[src/teie_pkg.sv]
// Constants and types shared by the thread and VIRTUAL_PROCESSOR_ELEMENT enable instruction executor.
package teie_pkg;

	// ************************************************************
	// Instruction word fields.
	// ************************************************************
	localparam int          OPC_HI        = 31;
	localparam int          OPC_LO        = 26;
	localparam logic [5:0]  OPC_VALUE     = 6'h08;
	localparam int          TGT_HI        = 25;
	localparam int          TGT_LO        = 21;
	localparam int          SEL_HI        = 20;
	localparam int          SEL_LO        = 16;
	localparam logic [4:0]  SEL_THREAD    = 5'h01;
	localparam logic [4:0]  SEL_VPE       = 5'h00;
	localparam int          MID_HI        = 15;
	localparam int          MID_LO        = 11;
	localparam logic [4:0]  MID_VALUE     = 5'h01;
	localparam int          SET_CLEAR_POS = 10;
	localparam int          FN_HI         = 9;
	localparam int          FN_LO         = 3;
	localparam logic [6:0]  FN_VALUE      = 7'h56;
	localparam int          LOW_HI        = 2;
	localparam logic [2:0]  LOW_VALUE     = 3'h0;

	// ************************************************************
	// Hard-coded system coprocessor register numbers.
	// ************************************************************
	localparam logic [4:0]  PVC_RD        = 5'h01;
	localparam logic [2:0]  PVC_SEL       = 3'h1;
	localparam logic [4:0]  MPC_RD        = 5'h00;
	localparam logic [2:0]  MPC_SEL       = 3'h1;

	// ************************************************************
	// Control register layout and reset values.
	// ************************************************************
	localparam int          THREADS_ON_POS   = 15;
	localparam int          VPES_ENABLED_POS = 0;
	localparam logic [31:0] PVC_RESET        = 32'h0000_0000;
	localparam logic [31:0] MPC_RESET        = 32'h0000_0000;
	localparam int          NUM_VPE          = 2;

	// ************************************************************
	// Register port offsets.
	// ************************************************************
	localparam logic [7:0]  OFS_PER_VPE_CTRL = 8'h00;
	localparam logic [7:0]  OFS_MULTI_CTRL   = 8'h04;
	localparam logic [7:0]  OFS_IRQ_STATUS   = 8'h08;
	localparam logic [7:0]  OFS_IRQ_MASK     = 8'h0C;
	localparam logic [7:0]  OFS_LAST_RESULT  = 8'h10;

	// ************************************************************
	// Interrupt event bits.
	// ************************************************************
	localparam int          EVT_WIDTH     = 5;
	localparam int          EVT_THREAD_OP = 0;
	localparam int          EVT_VPE_OP    = 1;
	localparam int          EVT_COP_UNUSE = 2;
	localparam int          EVT_RESERVED  = 3;
	localparam int          EVT_NOT_MASTR = 4;
	localparam logic [4:0]  EVT_RESET     = 5'h00;

	// Outcome of checking one instruction of the group.
	typedef enum logic [1:0] {
		TEIE_CHK_NONE,
		TEIE_CHK_COP_UNUSABLE,
		TEIE_CHK_RESERVED,
		TEIE_CHK_EXECUTE
	} teie_chk_t;

endpackage : teie_pkg

[src/teie_exec.sv]
// Decoder and executor for the thread and VIRTUAL_PROCESSOR_ELEMENT enable and disable instructions.
//
// Decided for this implementation: the register addresses and the strobed register port.
`timescale 1ns/1ns
`default_nettype none

// Function
// - Without multithreading present, every group instruction with system coprocessor access raises Reserved Instruction.
// - These instructions run only where system coprocessor access is allowed.
// - Coprocessor Unusable for unit 0 takes precedence over Reserved Instruction.
// - Disable threads returns the per-VIRTUAL_PROCESSOR_ELEMENT control register, then clears threads_on.
// - Clearing threads_on leaves every thread context halted state untouched.
// - Thread pair always uses coprocessor register 1 select 1.
// - VIRTUAL_PROCESSOR_ELEMENT pair always uses coprocessor register 0 select 1.
// - Set-clear bit 0 clears, 1 sets, after the old value returns.
// - Thread pair writes the set-clear bit straight into threads_on.
// - Disable VPEs returns the processor-wide register, then clears vpes_enabled.
// - Without master flag, VIRTUAL_PROCESSOR_ELEMENT pair returns the value but keeps vpes_enabled.
// - Read and bit update happen as one indivisible step.
// - With no target named, register zero is the destination and discards.
// - Setting vpes_enabled lets every non-inhibited VIRTUAL_PROCESSOR_ELEMENT run concurrently.
module teie_exec (
	input  wire logic                         mclk_in,
	input  wire logic                         rst_in,
	// Instruction issue from the pipeline.
	input  wire logic                         instr_valid_in,
	input  wire logic [31:0]                  instr_word_in,
	input  wire logic                         cop_access_in,
	input  wire logic                         multithread_present_in,
	input  wire logic                         master_flag_in,
	input  wire logic [teie_pkg::NUM_VPE-1:0] vpe_inhibit_in,
	// Result towards the pipeline.
	output logic                              instr_claimed_out,
	output logic                              exc_cop_unusable_out,
	output logic [1:0]                        exc_cop_unit_out,
	output logic                              exc_reserved_out,
	output logic                              gpr_wr_out,
	output logic [4:0]                        gpr_idx_out,
	output logic [31:0]                       gpr_data_out,
	output logic [4:0]                        cop_rd_out,
	output logic [2:0]                        cop_sel_out,
	// Execution control.
	output logic                              threads_on_out,
	output logic                              vpes_enabled_out,
	output logic [teie_pkg::NUM_VPE-1:0]      vpe_run_out,
	// Register port.
	input  wire logic [7:0]                   reg_addr_in,
	input  wire logic [31:0]                  reg_wdata_in,
	input  wire logic                         reg_wr_in,
	input  wire logic                         reg_rd_in,
	output logic [31:0]                       reg_rdata_out,
	output logic                              irq_out
);

	// ************************************************************
	// Decode.
	// ************************************************************

	logic               is_group;
	logic               is_thread;
	logic               set_clear_bit;
	logic [4:0]         target_gpr;
	teie_pkg::teie_chk_t chk;

	// Fixed fields of the group; the select field picks the target pair.
	always_comb begin
		is_group = instr_valid_in
			&& instr_word_in[teie_pkg::OPC_HI:teie_pkg::OPC_LO] == teie_pkg::OPC_VALUE
			&& instr_word_in[teie_pkg::MID_HI:teie_pkg::MID_LO] == teie_pkg::MID_VALUE
			&& instr_word_in[teie_pkg::FN_HI:teie_pkg::FN_LO] == teie_pkg::FN_VALUE
			&& instr_word_in[teie_pkg::LOW_HI:0] == teie_pkg::LOW_VALUE
			&& (instr_word_in[teie_pkg::SEL_HI:teie_pkg::SEL_LO] == teie_pkg::SEL_THREAD
			|| instr_word_in[teie_pkg::SEL_HI:teie_pkg::SEL_LO] == teie_pkg::SEL_VPE);
		is_thread  = instr_word_in[teie_pkg::SEL_HI:teie_pkg::SEL_LO] == teie_pkg::SEL_THREAD;
		set_clear_bit = instr_word_in[teie_pkg::SET_CLEAR_POS];
		// An omitted target assembles as register zero, which the core discards.
		target_gpr = instr_word_in[teie_pkg::TGT_HI:teie_pkg::TGT_LO];
	end

	// Privilege is checked before feature presence.
	always_comb begin
		if (!is_group) begin
			chk = teie_pkg::TEIE_CHK_NONE;
		end else if (!cop_access_in) begin
			chk = teie_pkg::TEIE_CHK_COP_UNUSABLE;
		end else if (!multithread_present_in) begin
			chk = teie_pkg::TEIE_CHK_RESERVED;
		end else begin
			chk = teie_pkg::TEIE_CHK_EXECUTE;
		end
	end

	// ************************************************************
	// Control registers.
	// ************************************************************

	logic [31:0] per_vpe_ctrl_ff;
	logic [31:0] multi_processor_ctrl_ff;
	logic [31:0] nxt_per_vpe_ctrl;
	logic [31:0] nxt_multi_processor_ctrl;
	logic        exec_thread;
	logic        exec_vpe;
	logic        vpe_update;
	logic        bus_wr_pvc;
	logic        bus_wr_mpc;

	assign exec_thread = chk == teie_pkg::TEIE_CHK_EXECUTE && is_thread;
	assign exec_vpe    = chk == teie_pkg::TEIE_CHK_EXECUTE && !is_thread;
	assign vpe_update  = exec_vpe && master_flag_in;
	assign bus_wr_pvc  = reg_wr_in && reg_addr_in == teie_pkg::OFS_PER_VPE_CTRL;
	assign bus_wr_mpc  = reg_wr_in && reg_addr_in == teie_pkg::OFS_MULTI_CTRL;

	// Per-VIRTUAL_PROCESSOR_ELEMENT register: the instruction owns it in its cycle, so a port write
	// landing in the same cycle is dropped instead of splitting the update.
	always_comb begin
		nxt_per_vpe_ctrl = per_vpe_ctrl_ff;
		if (exec_thread) begin
			// Only threads_on moves; the old word was already sampled for return.
			nxt_per_vpe_ctrl[teie_pkg::THREADS_ON_POS] =
				set_clear_bit;
		end else if (bus_wr_pvc) begin
			nxt_per_vpe_ctrl = reg_wdata_in;
		end
	end

	// Processor-wide register, same ownership as above.
	always_comb begin
		nxt_multi_processor_ctrl = multi_processor_ctrl_ff;
		if (exec_vpe) begin
			if (vpe_update) begin
				nxt_multi_processor_ctrl[teie_pkg::VPES_ENABLED_POS] =
					set_clear_bit;
			end
		end else if (bus_wr_mpc) begin
			nxt_multi_processor_ctrl = reg_wdata_in;
		end
	end

	// Per-VIRTUAL_PROCESSOR_ELEMENT control state; halted state of thread contexts lives elsewhere
	// and is never written here.
	always_ff @(posedge mclk_in or posedge rst_in) begin
		if (rst_in) begin
			per_vpe_ctrl_ff <= teie_pkg::PVC_RESET;
		end else begin
			per_vpe_ctrl_ff <= nxt_per_vpe_ctrl;
		end
	end

	// Processor-wide control state.
	always_ff @(posedge mclk_in or posedge rst_in) begin
		if (rst_in) begin
			multi_processor_ctrl_ff <= teie_pkg::MPC_RESET;
		end else begin
			multi_processor_ctrl_ff <= nxt_multi_processor_ctrl;
		end
	end

	// Enable levels toward the thread scheduler.
	always_comb begin
		threads_on_out   = per_vpe_ctrl_ff[teie_pkg::THREADS_ON_POS];
		vpes_enabled_out = multi_processor_ctrl_ff[teie_pkg::VPES_ENABLED_POS];
		// Every VIRTUAL_PROCESSOR_ELEMENT that is not inhibited may run while vpes_enabled is set.
		vpe_run_out = vpes_enabled_out ? ~vpe_inhibit_in : '0;
	end

	// ************************************************************
	// Result toward the pipeline.
	// ************************************************************

	logic        claimed_ff;
	logic        cop_unusable_ff;
	logic        reserved_ff;
	logic        gpr_wr_ff;
	logic [4:0]  gpr_idx_ff;
	logic [31:0] gpr_data_ff;
	logic [4:0]  cop_rd_ff;
	logic [2:0]  cop_sel_ff;
	logic [31:0] last_result_ff;

	// Exception and claim pulses, one cycle after issue.
	always_ff @(posedge mclk_in or posedge rst_in) begin
		if (rst_in) begin
			claimed_ff      <= 1'b0;
			cop_unusable_ff <= 1'b0;
			reserved_ff     <= 1'b0;
		end else begin
			claimed_ff      <= chk != teie_pkg::TEIE_CHK_NONE;
			cop_unusable_ff <= chk == teie_pkg::TEIE_CHK_COP_UNUSABLE;
			reserved_ff     <= chk == teie_pkg::TEIE_CHK_RESERVED;
		end
	end

	// General register write-back carries the value from before the update.
	always_ff @(posedge mclk_in or posedge rst_in) begin
		if (rst_in) begin
			gpr_wr_ff   <= 1'b0;
			gpr_idx_ff  <= 5'h00;
			gpr_data_ff <= 32'h0000_0000;
			cop_rd_ff   <= 5'h00;
			cop_sel_ff  <= 3'h0;
		end else begin
			gpr_wr_ff <= chk == teie_pkg::TEIE_CHK_EXECUTE;
			if (chk == teie_pkg::TEIE_CHK_EXECUTE) begin
				gpr_idx_ff <= target_gpr;
				if (is_thread) begin
					gpr_data_ff <= per_vpe_ctrl_ff;
					cop_rd_ff   <= teie_pkg::PVC_RD;
					cop_sel_ff  <= teie_pkg::PVC_SEL;
				end else begin
					gpr_data_ff <= multi_processor_ctrl_ff;
					cop_rd_ff   <= teie_pkg::MPC_RD;
					cop_sel_ff  <= teie_pkg::MPC_SEL;
				end
			end
		end
	end

	// Copy of the last returned word for software to inspect.
	always_ff @(posedge mclk_in or posedge rst_in) begin
		if (rst_in) begin
			last_result_ff <= 32'h0000_0000;
		end else if (chk == teie_pkg::TEIE_CHK_EXECUTE) begin
			last_result_ff <= is_thread ? per_vpe_ctrl_ff : multi_processor_ctrl_ff;
		end
	end

	// Result ports come straight from their flip-flops; the exception unit number is tied to 0.
	assign instr_claimed_out    = claimed_ff;
	assign exc_cop_unusable_out = cop_unusable_ff;
	assign exc_cop_unit_out     = 2'h0;
	assign exc_reserved_out     = reserved_ff;
	assign gpr_wr_out           = gpr_wr_ff;
	assign gpr_idx_out          = gpr_idx_ff;
	assign gpr_data_out         = gpr_data_ff;
	assign cop_rd_out           = cop_rd_ff;
	assign cop_sel_out          = cop_sel_ff;

	// ************************************************************
	// Events and interrupt.
	// ************************************************************

	logic [teie_pkg::EVT_WIDTH-1:0] evt;
	logic [teie_pkg::EVT_WIDTH-1:0] evt_status;
	logic [teie_pkg::EVT_WIDTH-1:0] evt_mask;

	// One event per outcome of an issued group instruction.
	always_comb begin
		evt = teie_pkg::EVT_RESET;
		evt[teie_pkg::EVT_THREAD_OP] = exec_thread;
		evt[teie_pkg::EVT_VPE_OP]    = exec_vpe;
		evt[teie_pkg::EVT_COP_UNUSE] = chk == teie_pkg::TEIE_CHK_COP_UNUSABLE;
		evt[teie_pkg::EVT_RESERVED]  = chk == teie_pkg::TEIE_CHK_RESERVED;
		evt[teie_pkg::EVT_NOT_MASTR] = exec_vpe && !master_flag_in;
	end

	// Sticky status with write-one-to-clear and mask.
	teie_evt_bank #(
		.WIDTH (teie_pkg::EVT_WIDTH)
	) u_evt_bank (
		.mclk_in      (mclk_in),
		.rst_in       (rst_in),
		.event_in     (evt),
		.clr_wr_in    (reg_wr_in && reg_addr_in == teie_pkg::OFS_IRQ_STATUS),
		.clr_data_in  (reg_wdata_in[teie_pkg::EVT_WIDTH-1:0]),
		.mask_wr_in   (reg_wr_in && reg_addr_in == teie_pkg::OFS_IRQ_MASK),
		.mask_data_in (reg_wdata_in[teie_pkg::EVT_WIDTH-1:0]),
		.status_out   (evt_status),
		.mask_out     (evt_mask),
		.irq_out      (irq_out)
	);

	// ************************************************************
	// Register read port.
	// ************************************************************

	logic [31:0] rdata_ff;

	// Read data stand only in the cycle after the strobe; unmapped reads give zero.
	always_ff @(posedge mclk_in or posedge rst_in) begin
		if (rst_in) begin
			rdata_ff <= 32'h0000_0000;
		end else if (reg_rd_in) begin
			case (reg_addr_in)
				teie_pkg::OFS_PER_VPE_CTRL: rdata_ff <= per_vpe_ctrl_ff;
				teie_pkg::OFS_MULTI_CTRL:   rdata_ff <= multi_processor_ctrl_ff;
				teie_pkg::OFS_IRQ_STATUS: begin
					rdata_ff <= {{(32-teie_pkg::EVT_WIDTH){1'b0}}, evt_status};
				end
				teie_pkg::OFS_IRQ_MASK: begin
					rdata_ff <= {{(32-teie_pkg::EVT_WIDTH){1'b0}}, evt_mask};
				end
				teie_pkg::OFS_LAST_RESULT:  rdata_ff <= last_result_ff;
				default:                    rdata_ff <= 32'h0000_0000;
			endcase
		end else begin
			rdata_ff <= 32'h0000_0000;
		end
	end

	assign reg_rdata_out = rdata_ff;

endmodule : teie_exec

`default_nettype wire

[src/teie_evt_bank.sv]
// Sticky event status bits with write-one-to-clear, mask and level interrupt.
`timescale 1ns/1ns
`default_nettype none

module teie_evt_bank #(
	parameter int WIDTH = 5
) (
	input  wire logic             mclk_in,
	input  wire logic             rst_in,
	input  wire logic [WIDTH-1:0] event_in,
	input  wire logic             clr_wr_in,
	input  wire logic [WIDTH-1:0] clr_data_in,
	input  wire logic             mask_wr_in,
	input  wire logic [WIDTH-1:0] mask_data_in,
	output logic      [WIDTH-1:0] status_out,
	output logic      [WIDTH-1:0] mask_out,
	output logic                  irq_out
);

	logic [WIDTH-1:0] status_ff;
	logic [WIDTH-1:0] mask_ff;
	logic [WIDTH-1:0] nxt_status;

	// A new event wins over a clear written in the same cycle.
	always_comb begin
		nxt_status = status_ff;
		if (clr_wr_in) begin
			nxt_status = nxt_status & ~clr_data_in;
		end
		nxt_status = nxt_status | event_in;
	end

	// Status bits hold until software writes a one to them.
	always_ff @(posedge mclk_in or posedge rst_in) begin
		if (rst_in) begin
			status_ff <= '0;
		end else begin
			status_ff <= nxt_status;
		end
	end

	// Mask bits enable the matching status bits onto the interrupt.
	always_ff @(posedge mclk_in or posedge rst_in) begin
		if (rst_in) begin
			mask_ff <= '0;
		end else if (mask_wr_in) begin
			mask_ff <= mask_data_in;
		end
	end

	// Interrupt level and register views.
	assign status_out = status_ff;
	assign mask_out   = mask_ff;
	assign irq_out    = |(status_ff & mask_ff);

endmodule : teie_evt_bank

`default_nettype wire

[config.mk]
export PLATFORM = sky130hd
export DESIGN_NAME = teie_exec
export DESIGN_NICKNAME = d
export VERILOG_FILES = /design/src/teie_pkg.sv /design/src/teie_exec.sv /design/src/teie_evt_bank.sv
export SDC_FILE = /design/constraint.sdc
export NUM_CORES = 1
export LEC_CHECK = 0
export BUFFER_PORTS_ARGS = -buffer_cell sky130_fd_sc_hd__buf_4
export CORE_MARGIN = 8
export CORE_UTILIZATION = 55
export CTS_BUF_LIST = sky130_fd_sc_hd__clkbuf_4 sky130_fd_sc_hd__clkbuf_8
export CTS_CLUSTER_DIAMETER = 120
export CTS_CLUSTER_SIZE = 25
export DETAILED_ROUTE_END_ITERATION = 10
export PLACE_DENSITY = 0.91
export SLEW_MARGIN = 40
export SYNTH_ARGS = -nofsm -noshare
export SYNTH_HDL_FRONTEND = slang
export SYNTH_SLANG_ARGS = --single-unit
[constraint.sdc]
create_clock -name mclk_in -period 5.55 [get_ports mclk_in]
set_input_delay 1.11 -clock mclk_in [delete_from_list [all_inputs] [get_ports mclk_in]]
set_output_delay 1.11 -clock mclk_in [all_outputs]
set_load 0.005 [all_outputs]
==> run metrics <==
post-synthesis cell area=roughly 0.0065 mm2; worst slack after detailed placement=~1700 ps; TritonCTS buffer count=17; Final period util=0.606; number of port buffers=161; RSZ-0062 raised after global routing=false; Final Hold Viols=0; launch point of the worst hold path=cop_sel_out[0]$_DFFE_PP0N_; Final Worst Setup Slack=2180 ps; syn_area_per_cell=around 13 um2; destination of the worst register-to-register timing path=reg_rdata_out[0]$_DFF_PP0_; most frequent standard cell in the layout excluding fill and tap cells=buf_4; count of hold-fix buffers inserted at cts=0; count of vias placed by the detailed router=5163; core area=0.0115 mm2; antenna violations before repair=0; vias in the first global route=5574; die span in y=~120 um; internal reg-to-reg setup slack=4180 ps; type of the worst min-delay path=flip-flop to flip-flop; clk_skew=10.1 ps; number of max-cap violations=0; Wirelength per Cell=roughly 23 um; post-route cell area=0.00824 mm2; worst setup path category=input pin to flip-flop; TritonCTS clock tree=done; accumulated negative setup slack=0 ps; Max-slew headroom=0.406; leakage power figure=0.00424 uW; clk sinks=149; Area growth, synth to finish=27.2%; PwrDens=262 mW/mm2; number of enable flip-flop cells after synthesis=0; horizontal extent of the die=roughly 120 um; Top-Level Pins=170; diodes inserted=0; cell depth of the worst hold path=1; count of synthesis-stage warnings from yosys=0; Power Total=2160 uW; maximum ir drop on the vdd rail=178 uV; shortest clock period the worst path allows after layout=3370 ps; total count of max-transition violations in the final report=0; detailed-route DRC error count=0; Tot GR Track Use=0.232; Congestion Overflow GR=0; first-pass GRT wire length=29200 um; Root Buffer=clkbuf_8; gpl congestion=0.911; Crit path required time=5880 ps; largest net degree at the start of global routing=roughly 100; number of gates resized after cts=0; count of mapped cells out of synthesis=501; number of buffers on the longest clock path=2; number of H-tree branching levels=4; distinct cell type count after synthesis=42; post-detailed-route via-to-cell ratio=roughly 6.4; critical path peak fanout=35; number of cells on the worst reg-to-reg path=3; number of nets at the end of the flow=735; final wirelength=18300 um; die area=roughly 0.016 mm2; run status=finished clean; remaining antenna violation count=0; slew at the pin with the worst max-slew slack=889 ps; site row count=39; max frequency=between 200 and 300 MHz; commonest cells after routing, fill and taps aside=buf_4, dfrtp_1, mux2_2; Clock Pin Slew Worst Setup and Hold Paths=80 ps; register area share after synthesis=0.576; setup bufs post-CTS=0; setup violators final=0; placed inst area=0.00780 mm2; dominant register cell in the synthesized netlist=dfrtp_1; WHS Endpoint=cop_sel_out[0]$_DFFE_PP0N_; Iteration-0 DRC Markers=673; number of storage elements in the synthesis netlist=149; kind of capture point of the worst setup path=flip-flop; drt pass-1 iters=9; kind of start point of the critical path=input pin; worst flop-to-flop path startpoint=multi_processor_ctrl_ff[0]$_DFFE_PP0P_; share of flip-flops with an asynchronous set or reset after synthesis=1.00; fraction of layout cells with a size suffix above 1=0.444; final core utilization=0.718; HPWL reported at the end of detailed placement=12100 um; worst-skew pair later-pin latency=450 ps; Worst Path Arrival=roughly 3700 ps; initial standard-cell utilization of the core=0.565
[cell usage after synthesis, types with 3 or more instances]
master,number,area share
a21oi_1,32,0.025
a222oi_1,28,0.043
a22oi_1,6,0.0070
a31oi_1,32,0.031
buf_1,4,0.0023
buf_2,9,0.0070
buf_4,8,0.0093
buf_6,3,0.0052
clkbuf_1,21,0.012
dfrtp_1,149,0.58
inv_1,6,0.0035
mux2_1,5,0.0087
mux2_2,69,0.12
mux2i_1,35,0.054
mux4_2,5,0.017
nand2_1,9,0.0052
nand4_1,3,0.0029
nor2_1,36,0.021
nor2b_1,3,0.0029
nor3_1,4,0.0031
nor4_1,4,0.0039
[layout make-up]
class                           instances  area, um2
Sequential cell                       149       3730
Multi-Input combinational cell        308       2580
Clock buffer                           21        277
Fill cell                             738       3230
Inverter                                6       30.0
Clock inverter                         11        150
Tap cell                              143        179
Timing Repair Buffer                  171       1290
[worst max-delay path, cell delays in order]
cell and delay (ps):
buf_4 110, nor4_1 640, and3_2 880, a41oi_4 360
buf_8 270, mux2_1 320
[registers in the layout, summed over array words and instances, names as in the netlist]
signal                   count
per_vpe_ctrl_ff             32
exc_reserved_out             1
instr_claimed_out            1
reg_rdata_out               32
exc_cop_unusable_out         1
gpr_idx_out                  5
u_evt_bank.status_out        5
multi_processor_ctrl_ff     32
last_result_ff              32
cop_rd_out                   1
gpr_wr_out                   1
u_evt_bank.mask_out          5
cop_sel_out                  1
[report_power, final]
| group | switching (uW) | internal [uW] |
|---|---|---|
| Clock | 409 | 480 |
| Combinational | 68.7 | 70.2 |
| Sequential | 19.6 | 1110 |
| Total | 498 | 1660 |
[cell families after synthesis]
family,count (synthesis),synth area share
DFF,149,0.576
other,1,0.000579
and+or+nand+nor,79,0.0632
AOI/OAI and AO/OA,107,0.121
buffers and inverters,51,0.0394
muxes,114,0.200
[stage by stage]
stage                     hold WS, ps  cells
after floorplan                   465    508
final                             513    809
after global routing              527    809
after CTS                         516    809
after global placement            458    775
after detailed placement          497    777
[per-layer routing]
metal,share of wire,vias up,track usage
met3,0.088,39,0.0609
li1,-,2184,-
met1,0.39,2615,0.281
met5,0,-,0
met2,0.50,325,0.388
met4,0.020,0,0.0865
[worst max-delay path by stage]
stage	from	slack (ps)	depth (start not counted)	endpoint
floorplan	rst_in	430	1	cop_rd_out[0]$_DFFE_PP0N_
global placement	instr_word_in[17]	1670	5	multi_processor_ctrl_ff[25]$_DFFE_PP0P_
detailed placement	instr_word_in[17]	1740	6	multi_processor_ctrl_ff[25]$_DFFE_PP0P_
CTS	instr_word_in[17]	2220	6	multi_processor_ctrl_ff[4]$_DFFE_PP0P_
global route	instr_word_in[17]	2160	6	multi_processor_ctrl_ff[15]$_DFFE_PP0P_
finish	instr_word_in[17]	2180	6	multi_processor_ctrl_ff[1]$_DFFE_PP0P_
No activity file was read; power rests on OpenSTA's default activity.
